==> config.mk <==
export PLATFORM = sky130hd
export DESIGN_NAME = lbph_bus_ctrl
export DESIGN_NICKNAME = d
export VERILOG_FILES = /design/src/core/lbph_bus_ctrl.v /design/src/core/lbph_phase.v
export VERILOG_INCLUDE_DIRS = /design/src /design/src/core
export SDC_FILE = /design/constraint.sdc
export NUM_CORES = 1
export LEC_CHECK = 0
export BUFFER_PORTS_ARGS = -buffer_cell sky130_fd_sc_hd__buf_2
export CAP_MARGIN = 20
export CORE_MARGIN = 3
export CORE_UTILIZATION = 49
export CTS_CLUSTER_SIZE = 25
export DETAILED_ROUTE_END_ITERATION = 8
export GPL_ROUTABILITY_DRIVEN = 0
export PLACE_DENSITY = 0.77
export SETUP_SLACK_MARGIN = 0.3
export SYNTH_ARGS = -nofsm -noshare
export SYNTH_HDL_FRONTEND = slang
export SYNTH_SLANG_ARGS = --single-unit
==> constraint.sdc <==
create_clock -name clk -period 2 [get_ports clk]
set_input_delay 0.1 -clock clk [delete_from_list [all_inputs] [get_ports clk]]
set_output_delay 0.1 -clock clk [all_outputs]
set_load 0.02 [all_outputs]
==> src/core/lbph_defines.vh <==
// constants for the local bus paging, hold and wait block
`ifndef LBPH_DEFINES_VH
`define LBPH_DEFINES_VH
// bus status codes {storage_cycle_n, bst1, bst2, bst3}
`define LBPH_CODE_LOCKED_SRC 4'h0
`define LBPH_CODE_SRC 4'h1
`define LBPH_CODE_IMM_FETCH 4'h2
`define LBPH_CODE_INSTR_FETCH 4'h3
`define LBPH_CODE_DST 4'h4
`define LBPH_CODE_INT_ACK 4'h5
`define LBPH_CODE_WORKSPACE 4'h6
`define LBPH_CODE_GEN_MEM 4'h7
`define LBPH_CODE_ALU_LOCKED 4'h8
`define LBPH_CODE_ALU 4'h9
`define LBPH_CODE_RESET 4'hA
`define LBPH_CODE_IO 4'hB
`define LBPH_CODE_WP 4'hC
`define LBPH_CODE_FLAGS 4'hD
`define LBPH_CODE_MACRO 4'hE
`define LBPH_CODE_HOLD_ACK 4'hF
// clock_output divider: four quarter phases per machine state
`define LBPH_QUARTERS 2'h3
// cycle kinds requested by the core
`define LBPH_KIND_MEM 2'h0
`define LBPH_KIND_IO 2'h1
`define LBPH_KIND_INT 2'h2
`endif

==> src/core/lbph_bus_ctrl.v <==
// local bus control: page select, hold handshake, ready wait states
// Behaviour
// - page_select_n is inverted page_status_bit
// - page_select_n valid with address during address_latch
// - force page_select_n high for traps, interrupts, I/O
// - load status updates page_select_n from new bit
// - long prefixes invert page on next operand
// - fetch codes are 0011 and 0010
// - after cycle ends, output hold_ack_code all high
// - ack for a quarter, then release bus lines
// - next state pulses address_latch, then releases it
// - clock_output keeps toggling during hold
// - hold release restores outputs, resumes processing
// - hold sampled every falling clock_output edge
// - hold at reset start blocks memory cycles
// - reset code shown before ack while reset low
// - low ready at hold release extends hold
// - low ready inserts wait states in all cycles
// - first-state ready low adds one wait each
// - ready sampled on every falling clock_output edge
// - internal cycles carry internal codes, start latched
// - interlock code 000, may persist into alu cycle
`timescale 1ns/100ps
module lbph_bus_ctrl (
  input wire clk,
  input wire resetn,
  input wire reset_code_req,
  input wire hold_n,
  input wire ready,
  input wire cyc_req,
  input wire [1:0] cyc_kind,
  input wire [3:0] cyc_code,
  input wire cyc_write,
  input wire [15:0] cyc_addr,
  input wire [15:0] cyc_wdata,
  input wire page_status_bit,
  input wire force_page_high,
  input wire load_status_strobe,
  input wire load_status_value,
  input wire long_source_prefix,
  input wire long_dest_prefix,
  input wire operand_is_source,
  input wire operand_is_dest,
  output reg cyc_done,
  output reg cyc_accept,
  output reg clock_output,
  output reg address_latch,
  output reg address_latch_oe_n,
  output reg storage_cycle_n,
  output reg read_write_n,
  output reg [2:0] bus_status_code,
  output reg read_strobe_n,
  output reg write_strobe_io_clock,
  output reg ctrl_oe_n,
  output reg [15:0] ad_out,
  output reg ad_oe_n,
  output reg page_select_n,
  output reg in_hold
);
`include "lbph_defines.vh"
  localparam ST_IDLE = 6'h01;
  localparam ST_ADDR = 6'h02;
  localparam ST_DATA = 6'h04;
  localparam ST_ACK = 6'h08;
  localparam ST_HOLD = 6'h10;
  localparam ST_RESET = 6'h20;

  wire [1:0] quarter;
  wire fall_enable;
  reg [5:0] state;
  reg [5:0] next_state;
  reg page_bit;
  reg src_invert;
  reg dst_invert;
  reg hold_req;
  reg ready_smp;
  reg hold_at_reset;
  reg [1:0] kind;
  reg io_second;
  reg [3:0] code;
  reg write;
  reg [15:0] addr;
  reg [15:0] wdata;
  reg force_high;
  reg inv_now;

  // memory-class status codes drive storage_cycle_n low
  function is_mem_code;
    input [3:0] c;
    begin
      is_mem_code = ~c[3];
    end
  endfunction

  // page select from status bit with forcing and prefix inversion
  function page_level;
    input bit8;
    input forced;
    input invert;
    begin
      if (forced)
        page_level = 1'b1;
      else
        page_level = ~(bit8 ^ invert);
    end
  endfunction

  lbph_phase u_phase (
    .clk(clk),
    .resetn(resetn),
    .quarter(quarter),
    .fall_enable(fall_enable)
  );

  // clock_output runs in every state, hold included
  always @(posedge clk or negedge resetn) begin
    if (!resetn)
      clock_output <= 1'b1;
    else
      clock_output <= ~quarter[1];
  end

  // falling-edge sampling of hold and ready, in every cycle type
  always @(posedge clk or negedge resetn) begin
    if (!resetn) begin
      hold_req <= 1'b0;
      ready_smp <= 1'b1;
    end else if (fall_enable) begin
      hold_req <= ~hold_n;
      ready_smp <= ready;
    end
  end

  // page status tracking; load status takes effect for the next cycle
  always @(posedge clk or negedge resetn) begin
    if (!resetn) begin
      page_bit <= 1'b0;
      src_invert <= 1'b0;
      dst_invert <= 1'b0;
    end else begin
      if (load_status_strobe)
        page_bit <= load_status_value;
      else
        page_bit <= page_status_bit;
      // prefix arms inversion for one operand access only
      if (long_source_prefix)
        src_invert <= 1'b1;
      else if (cyc_accept && operand_is_source)
        src_invert <= 1'b0;
      if (long_dest_prefix)
        dst_invert <= 1'b1;
      else if (cyc_accept && operand_is_dest)
        dst_invert <= 1'b0;
    end
  end

  // state sequencing at the machine state boundary (quarter 3)
  always @* begin
    next_state = state;
    case (state)
      ST_RESET: begin
        if (!reset_code_req)
          next_state = (hold_at_reset || hold_req) ? ST_ACK : ST_IDLE;
      end
      ST_IDLE: begin
        if (hold_req)
          next_state = ST_ACK;
        else if (cyc_req)
          next_state = ST_ADDR;
      end
      ST_ADDR: next_state = ST_DATA;
      ST_DATA: begin
        // wait while ready low; io needs two states
        if (ready_smp && !(kind == `LBPH_KIND_IO && !io_second)) begin
          if (hold_req)
            next_state = ST_ACK;
          else
            next_state = ST_IDLE;
        end
      end
      ST_ACK: next_state = ST_HOLD;
      ST_HOLD: begin
        // a hold taken at reset also ends once hold is removed
        if (!hold_req && ready_smp)
          next_state = ST_IDLE;
      end
      default: next_state = ST_IDLE;
    endcase
  end

  // main state register with captured cycle request
  always @(posedge clk or negedge resetn) begin
    if (!resetn) begin
      state <= ST_RESET;
      kind <= `LBPH_KIND_INT;
      code <= `LBPH_CODE_RESET;
      write <= 1'b0;
      addr <= 16'h0000;
      wdata <= 16'h0000;
      force_high <= 1'b0;
      inv_now <= 1'b0;
      io_second <= 1'b0;
      hold_at_reset <= 1'b0;
      cyc_accept <= 1'b0;
      cyc_done <= 1'b0;
    end else begin
      cyc_accept <= 1'b0;
      cyc_done <= 1'b0;
      if (reset_code_req) begin
        state <= ST_RESET;
        hold_at_reset <= ~hold_n;
      end else if (quarter == `LBPH_QUARTERS) begin
        state <= next_state;
        if (state == ST_HOLD && next_state == ST_IDLE)
          hold_at_reset <= 1'b0;
        if (state == ST_DATA)
          io_second <= 1'b1;
        if (next_state == ST_ADDR) begin
          cyc_accept <= 1'b1;
          kind <= cyc_kind;
          code <= cyc_code;
          write <= cyc_write;
          addr <= cyc_addr;
          wdata <= cyc_wdata;
          force_high <= force_page_high | (cyc_kind == `LBPH_KIND_IO);
          inv_now <= (operand_is_source & src_invert) |
                     (operand_is_dest & dst_invert);
          io_second <= 1'b0;
        end
        if (state == ST_DATA && next_state != ST_DATA)
          cyc_done <= 1'b1;
      end
    end
  end

  // bus pin drive; every output registered
  always @(posedge clk or negedge resetn) begin
    if (!resetn) begin
      address_latch <= 1'b0;
      address_latch_oe_n <= 1'b0;
      storage_cycle_n <= 1'b1;
      read_write_n <= 1'b1;
      bus_status_code <= 3'h2;
      read_strobe_n <= 1'b1;
      write_strobe_io_clock <= 1'b1;
      ctrl_oe_n <= 1'b0;
      ad_out <= 16'h0000;
      ad_oe_n <= 1'b0;
      page_select_n <= 1'b1;
      in_hold <= 1'b0;
    end else begin
      in_hold <= (state == ST_HOLD) || (state == ST_ACK);
      case (state)
        ST_RESET: begin
          {storage_cycle_n, bus_status_code} <= `LBPH_CODE_RESET;
          address_latch <= 1'b0;
          address_latch_oe_n <= 1'b0;
          ctrl_oe_n <= 1'b0;
          ad_oe_n <= 1'b0;
          read_strobe_n <= 1'b1;
          write_strobe_io_clock <= 1'b1;
        end
        ST_ADDR: begin
          // address, page and code valid with latch high
          address_latch <= (quarter < 2'h2);
          address_latch_oe_n <= 1'b0;
          ctrl_oe_n <= 1'b0;
          ad_oe_n <= 1'b0;
          {storage_cycle_n, bus_status_code} <= code;
          // internal cycles show read_write_n low
          read_write_n <= (kind == `LBPH_KIND_INT) ? 1'b0 : ~write;
          ad_out <= addr;
          page_select_n <= is_mem_code(code) ?
            page_level(page_bit, force_high, inv_now) : 1'b1;
          read_strobe_n <= 1'b1;
          write_strobe_io_clock <= 1'b1;
        end
        ST_DATA: begin
          address_latch <= 1'b0;
          // internal cycles other than the alu codes keep strobes idle
          if (kind != `LBPH_KIND_INT ||
              code == `LBPH_CODE_ALU || code == `LBPH_CODE_ALU_LOCKED) begin
            read_strobe_n <= write;
            write_strobe_io_clock <= ~write;
            ad_oe_n <= ~write;
            ad_out <= wdata;
          end
        end
        ST_ACK: begin
          // ack for the first quarter, released at latch fall
          if (quarter == 2'h0) begin
            {storage_cycle_n, bus_status_code} <= `LBPH_CODE_HOLD_ACK;
            read_write_n <= 1'b1;
            page_select_n <= 1'b1; // non-memory code, page idles high
            address_latch <= 1'b1;
            read_strobe_n <= 1'b1;
            write_strobe_io_clock <= 1'b1;
          end else begin
            address_latch <= 1'b0;
            ctrl_oe_n <= 1'b1;
            ad_oe_n <= 1'b1;
          end
        end
        ST_HOLD: begin
          // latch pulse at state start, then released for the hold
          if (address_latch_oe_n == 1'b0 && quarter == 2'h0)
            address_latch <= 1'b1;
          else if (quarter == 2'h1) begin
            address_latch <= 1'b0;
            address_latch_oe_n <= 1'b1;
          end
          ctrl_oe_n <= 1'b1;
          ad_oe_n <= 1'b1;
        end
        default: begin
          // idle: outputs driven again after hold
          address_latch <= 1'b0;
          address_latch_oe_n <= 1'b0;
          ctrl_oe_n <= 1'b0;
          ad_oe_n <= 1'b0;
          read_strobe_n <= 1'b1;
          write_strobe_io_clock <= 1'b1;
        end
      endcase
    end
  end
endmodule // lbph_bus_ctrl

==> src/core/lbph_phase.v <==
// quarter-phase generator for the machine state clock
`timescale 1ns/100ps
module lbph_phase (
  input wire clk,
  input wire resetn,
  output reg [1:0] quarter,
  output reg fall_enable
);
`include "lbph_defines.vh"
  // quarter counter; fall_enable marks the falling edge of clock_output
  always @(posedge clk or negedge resetn) begin
    if (!resetn) begin
      quarter <= 2'h0;
      fall_enable <= 1'b0;
    end else begin
      quarter <= quarter + 2'h1;
      fall_enable <= (quarter == 2'h1);
    end
  end
endmodule // lbph_phase

==> results.ini <==
[die]
fp-row-count=32
start_util=0.5063
die_area_sq_um=9136
die_w_um=95.59
core-area_sq_um=7767
ios=85
die_y_um=95.59

[pwr]
power_density_nw_per_um2=575.7
power_leakage_nw=2.876
power_mw=3.416
ir_drop_mv=0.5540

[synthesis]
synth_seq_area_share=0.5702
synthArstFlopShare=1.000
synth_area_leaders=dfrtp_1 (49%), mux2_2 (21%), dfstp_2 (8.0%), nor2_1 (1.6%), a21oi_1 (1.1%)
synth_edf_count=0
netlist-cell-type-count=49
synth-main-ff-cell=dfrtp_1
netlist_area_sq_um=3933
synth_top_area_cell=dfrtp_1
synth_seq_cells=89
synth_fp_nets=358
synth.top_cell.area_share=0.4900
yosysWarnings=0
netlist_instances=302
synth_area_per_cell_sq_um=13.02

[route]
dr_total_vias=3183
drt_wl_total_um=11270
drc=0
drt_iter0_markers=245
dr.pass1.iters=4
vias_per_cell=5.507
wl_per_cell_um=19.50
ant_nets=0

[finish]
seqCellArea_sq_um=2243
fill_cells=495
stdcell_area_sq_um=5933
antennaDiodeCount=0
drive_above_1_share=0.5630
instances_no_fill=578
syn_to_final_growth_pct=50.87
multiInputGateArea_sq_um=1871
layout.nets=527

[global_routing]
grt_pass1_wl_um=16770
antenna_found_initial=0
grt_pass1_vias=3421
grt.total_usage=0.2447
grt_max_degree=51
overflow=0

[worst_setup_path]
required_ns=2.28
reg2reg_from=state[5]
cp.arrival_ns=2.35
worstRegToRegCells=4
critPathMaxFanout=7
critPathSlowestCell=or4b_4
startpoint=state[5]
endpoint_kind=flip-flop
cp-start-kind=flip-flop
path_cells=or4_4 > or4b_4 > a311o_1 > a211oi_2
critPathKind=flip-flop to flip-flop
slowest_delay_ns=0.56
reg2reg_slack_ns=-0.07
r2r_end=state[3]

[min_path]
whs_endpoint=state[4]
hold_path.class=primary input to flip-flop
hold_depth=2
hp-start=reset_code_req

[run_status]
violations=negative setup slack
status=finished with violations

[placement]
dp_slack_ns=-0.07255
dp_cells=496
placed_area_sq_um=4684
post-dp-hpwl_um=6143
portBuffers=84

[clocking]
cts_htree_levels=3
clkLatencyLatePin_ns=0.35
cts_tree=built
cts_buffers=9
cts.sinks=89
cts.path.max_buffers=2
clkSlewWorstSetupHoldPaths_ns=0.09
cts_root_buf=clkbuf_8

[sta]
hold_violations=0
fin_crit_sh=1.035
setup_ws_ns=-0.06992
min_period_ns=2.070
fin_setup_tns_ns=-1.062
finalClockSkew_ns=0.006497
timing.slew.headroom=0.5696
fmax_ghz=0.4831
grt_setup_unrepaired=yes
setup_viol=27
slew_violations=0
worst_pin_slew_ns=0.6456

[run]
timing.max_cap.violations=0

==> metrics by stage <==
stage	hold slack (ns)	utilization
after CTS	0.005361	0.7245
after global routing	0.01704	0.7639
after global placement	0.1652	0.6031
final	0.02578	0.7639
after floorplan	-0.1956	-
after detailed placement	0.1708	0.6031
==> routing by layer <==
| layer | global-route usage | routed length, um | up-vias |
|---|---|---|---|
| met5 | 0 | 0 | - |
| met2 | 0.4186 | 5811 | 130 |
| met3 | 0.07340 | 825 | 22 |
| met4 | 0.1031 | 310 | 0 |
| li1 | - | - | 1426 |
| met1 | 0.2846 | 4324 | 1605 |
==> power by group <==
| group | total (mW) | switching, mW | leakage [nW] | internal, mW |
|---|---|---|---|---|
| logic | 0.322 | 0.149 | 1.61 | 0.173 |
| registers | 1.86 | 0.0252 | 1.17 | 1.83 |
| clock network | 1.24 | 0.661 | 0.0954 | 0.575 |
==> area by class of cell <==
| type | instances | area share |
|---|---|---|
| Inverter | 12 | 0.007592 |
| Sequential cell | 89 | 0.3781 |
| Timing Repair Buffer | 173 | 0.2450 |
| Clock inverter | 7 | 0.01160 |
| Tap cell | 102 | 0.02151 |
| Multi-Input combinational cell | 186 | 0.3153 |
| Clock buffer | 9 | 0.02088 |
==> critical path: cells and delay by family, from the launching register on <==
kind            cells  cell delay [ns]
simple gates        2             1.11
compound gates      2             0.46
flops               1             0.43
==> synth_stat cells (all sizes together) (4+ instances only) <==
cell type / instances
mux2: 74
o21ai: 5
nor3: 6
nand2: 11
dfstp: 12
dfrtp: 77
inv: 12
nand2b: 6
buf: 8
nor2: 17
clkbuf: 7
a211oi: 4
nand3: 5
a21oi: 10
==> kinds of logic after synthesis <==
family,Yosys count,share of synthesized area
compound gates,41,0.07859
xor+xnor,4,0.008910
fa+ha+maj,4,0.01209
buf+inv,27,0.02959
flops,89,0.5702
mux,77,0.2195
simple gates,60,0.08113
==> placed cells by master, fill, tap and decap left out, drive strengths merged, types with 2 or more instances in the layout <==
master and instances:
dfstp 12, nor3 6, ha 3, nand2 11, nand3 5, nor4 3, xnor2 2, mux2i 3
buf 121, dfrtp 77, clkinv 3, o21ai 5, clkinvlp 2, xor2 2, nor2 17, a21oi 10
o22a 3, a21o 3, dlygate4sd3 48, a211oi 4, and3 3, nor4b 2, mux2 74, nand2b 6
a2bb2oi 2, nor3b 2, o211a 2, inv 13, clkbuf 13
==> flip-flops by register name, indices dropped and copies added (netlist names), 2 cells and up <==
name and flops:
kind 2, u_phase.quarter 2, ad_out 16, wdata 16, state 6, bus_status_code 3, addr 16, code 4
==> how the worst max path moves through the flow <==
| stage | to | slack [ns] | cells after the start |
|---|---|---|---|
| 2_1_floorplan | state[3] | -0.06 | 5 |
| 3_3_place_gp | addr[9] | -0.02 | 6 |
| 5_1_grt | ad_out[7] | -0.1 | 6 |
| 6_report | state[3] | -0.07 | 4 |
| 4_1_cts | state[3] | -0.05 | 4 |
| 3_5_place_dp | addr[11] | -0.07 | 6 |
==> what timing repair did <==
item,4_1_cts,5_1_grt
endpoints found under the hold margin,82,0
cloned,4,4
pin swaps,5,13
buffers inserted,6,4
resized for setup,23,44
endpoints found under the setup margin,76,78
hold buffers,48,0
Power figures use the tool's default switching activity.
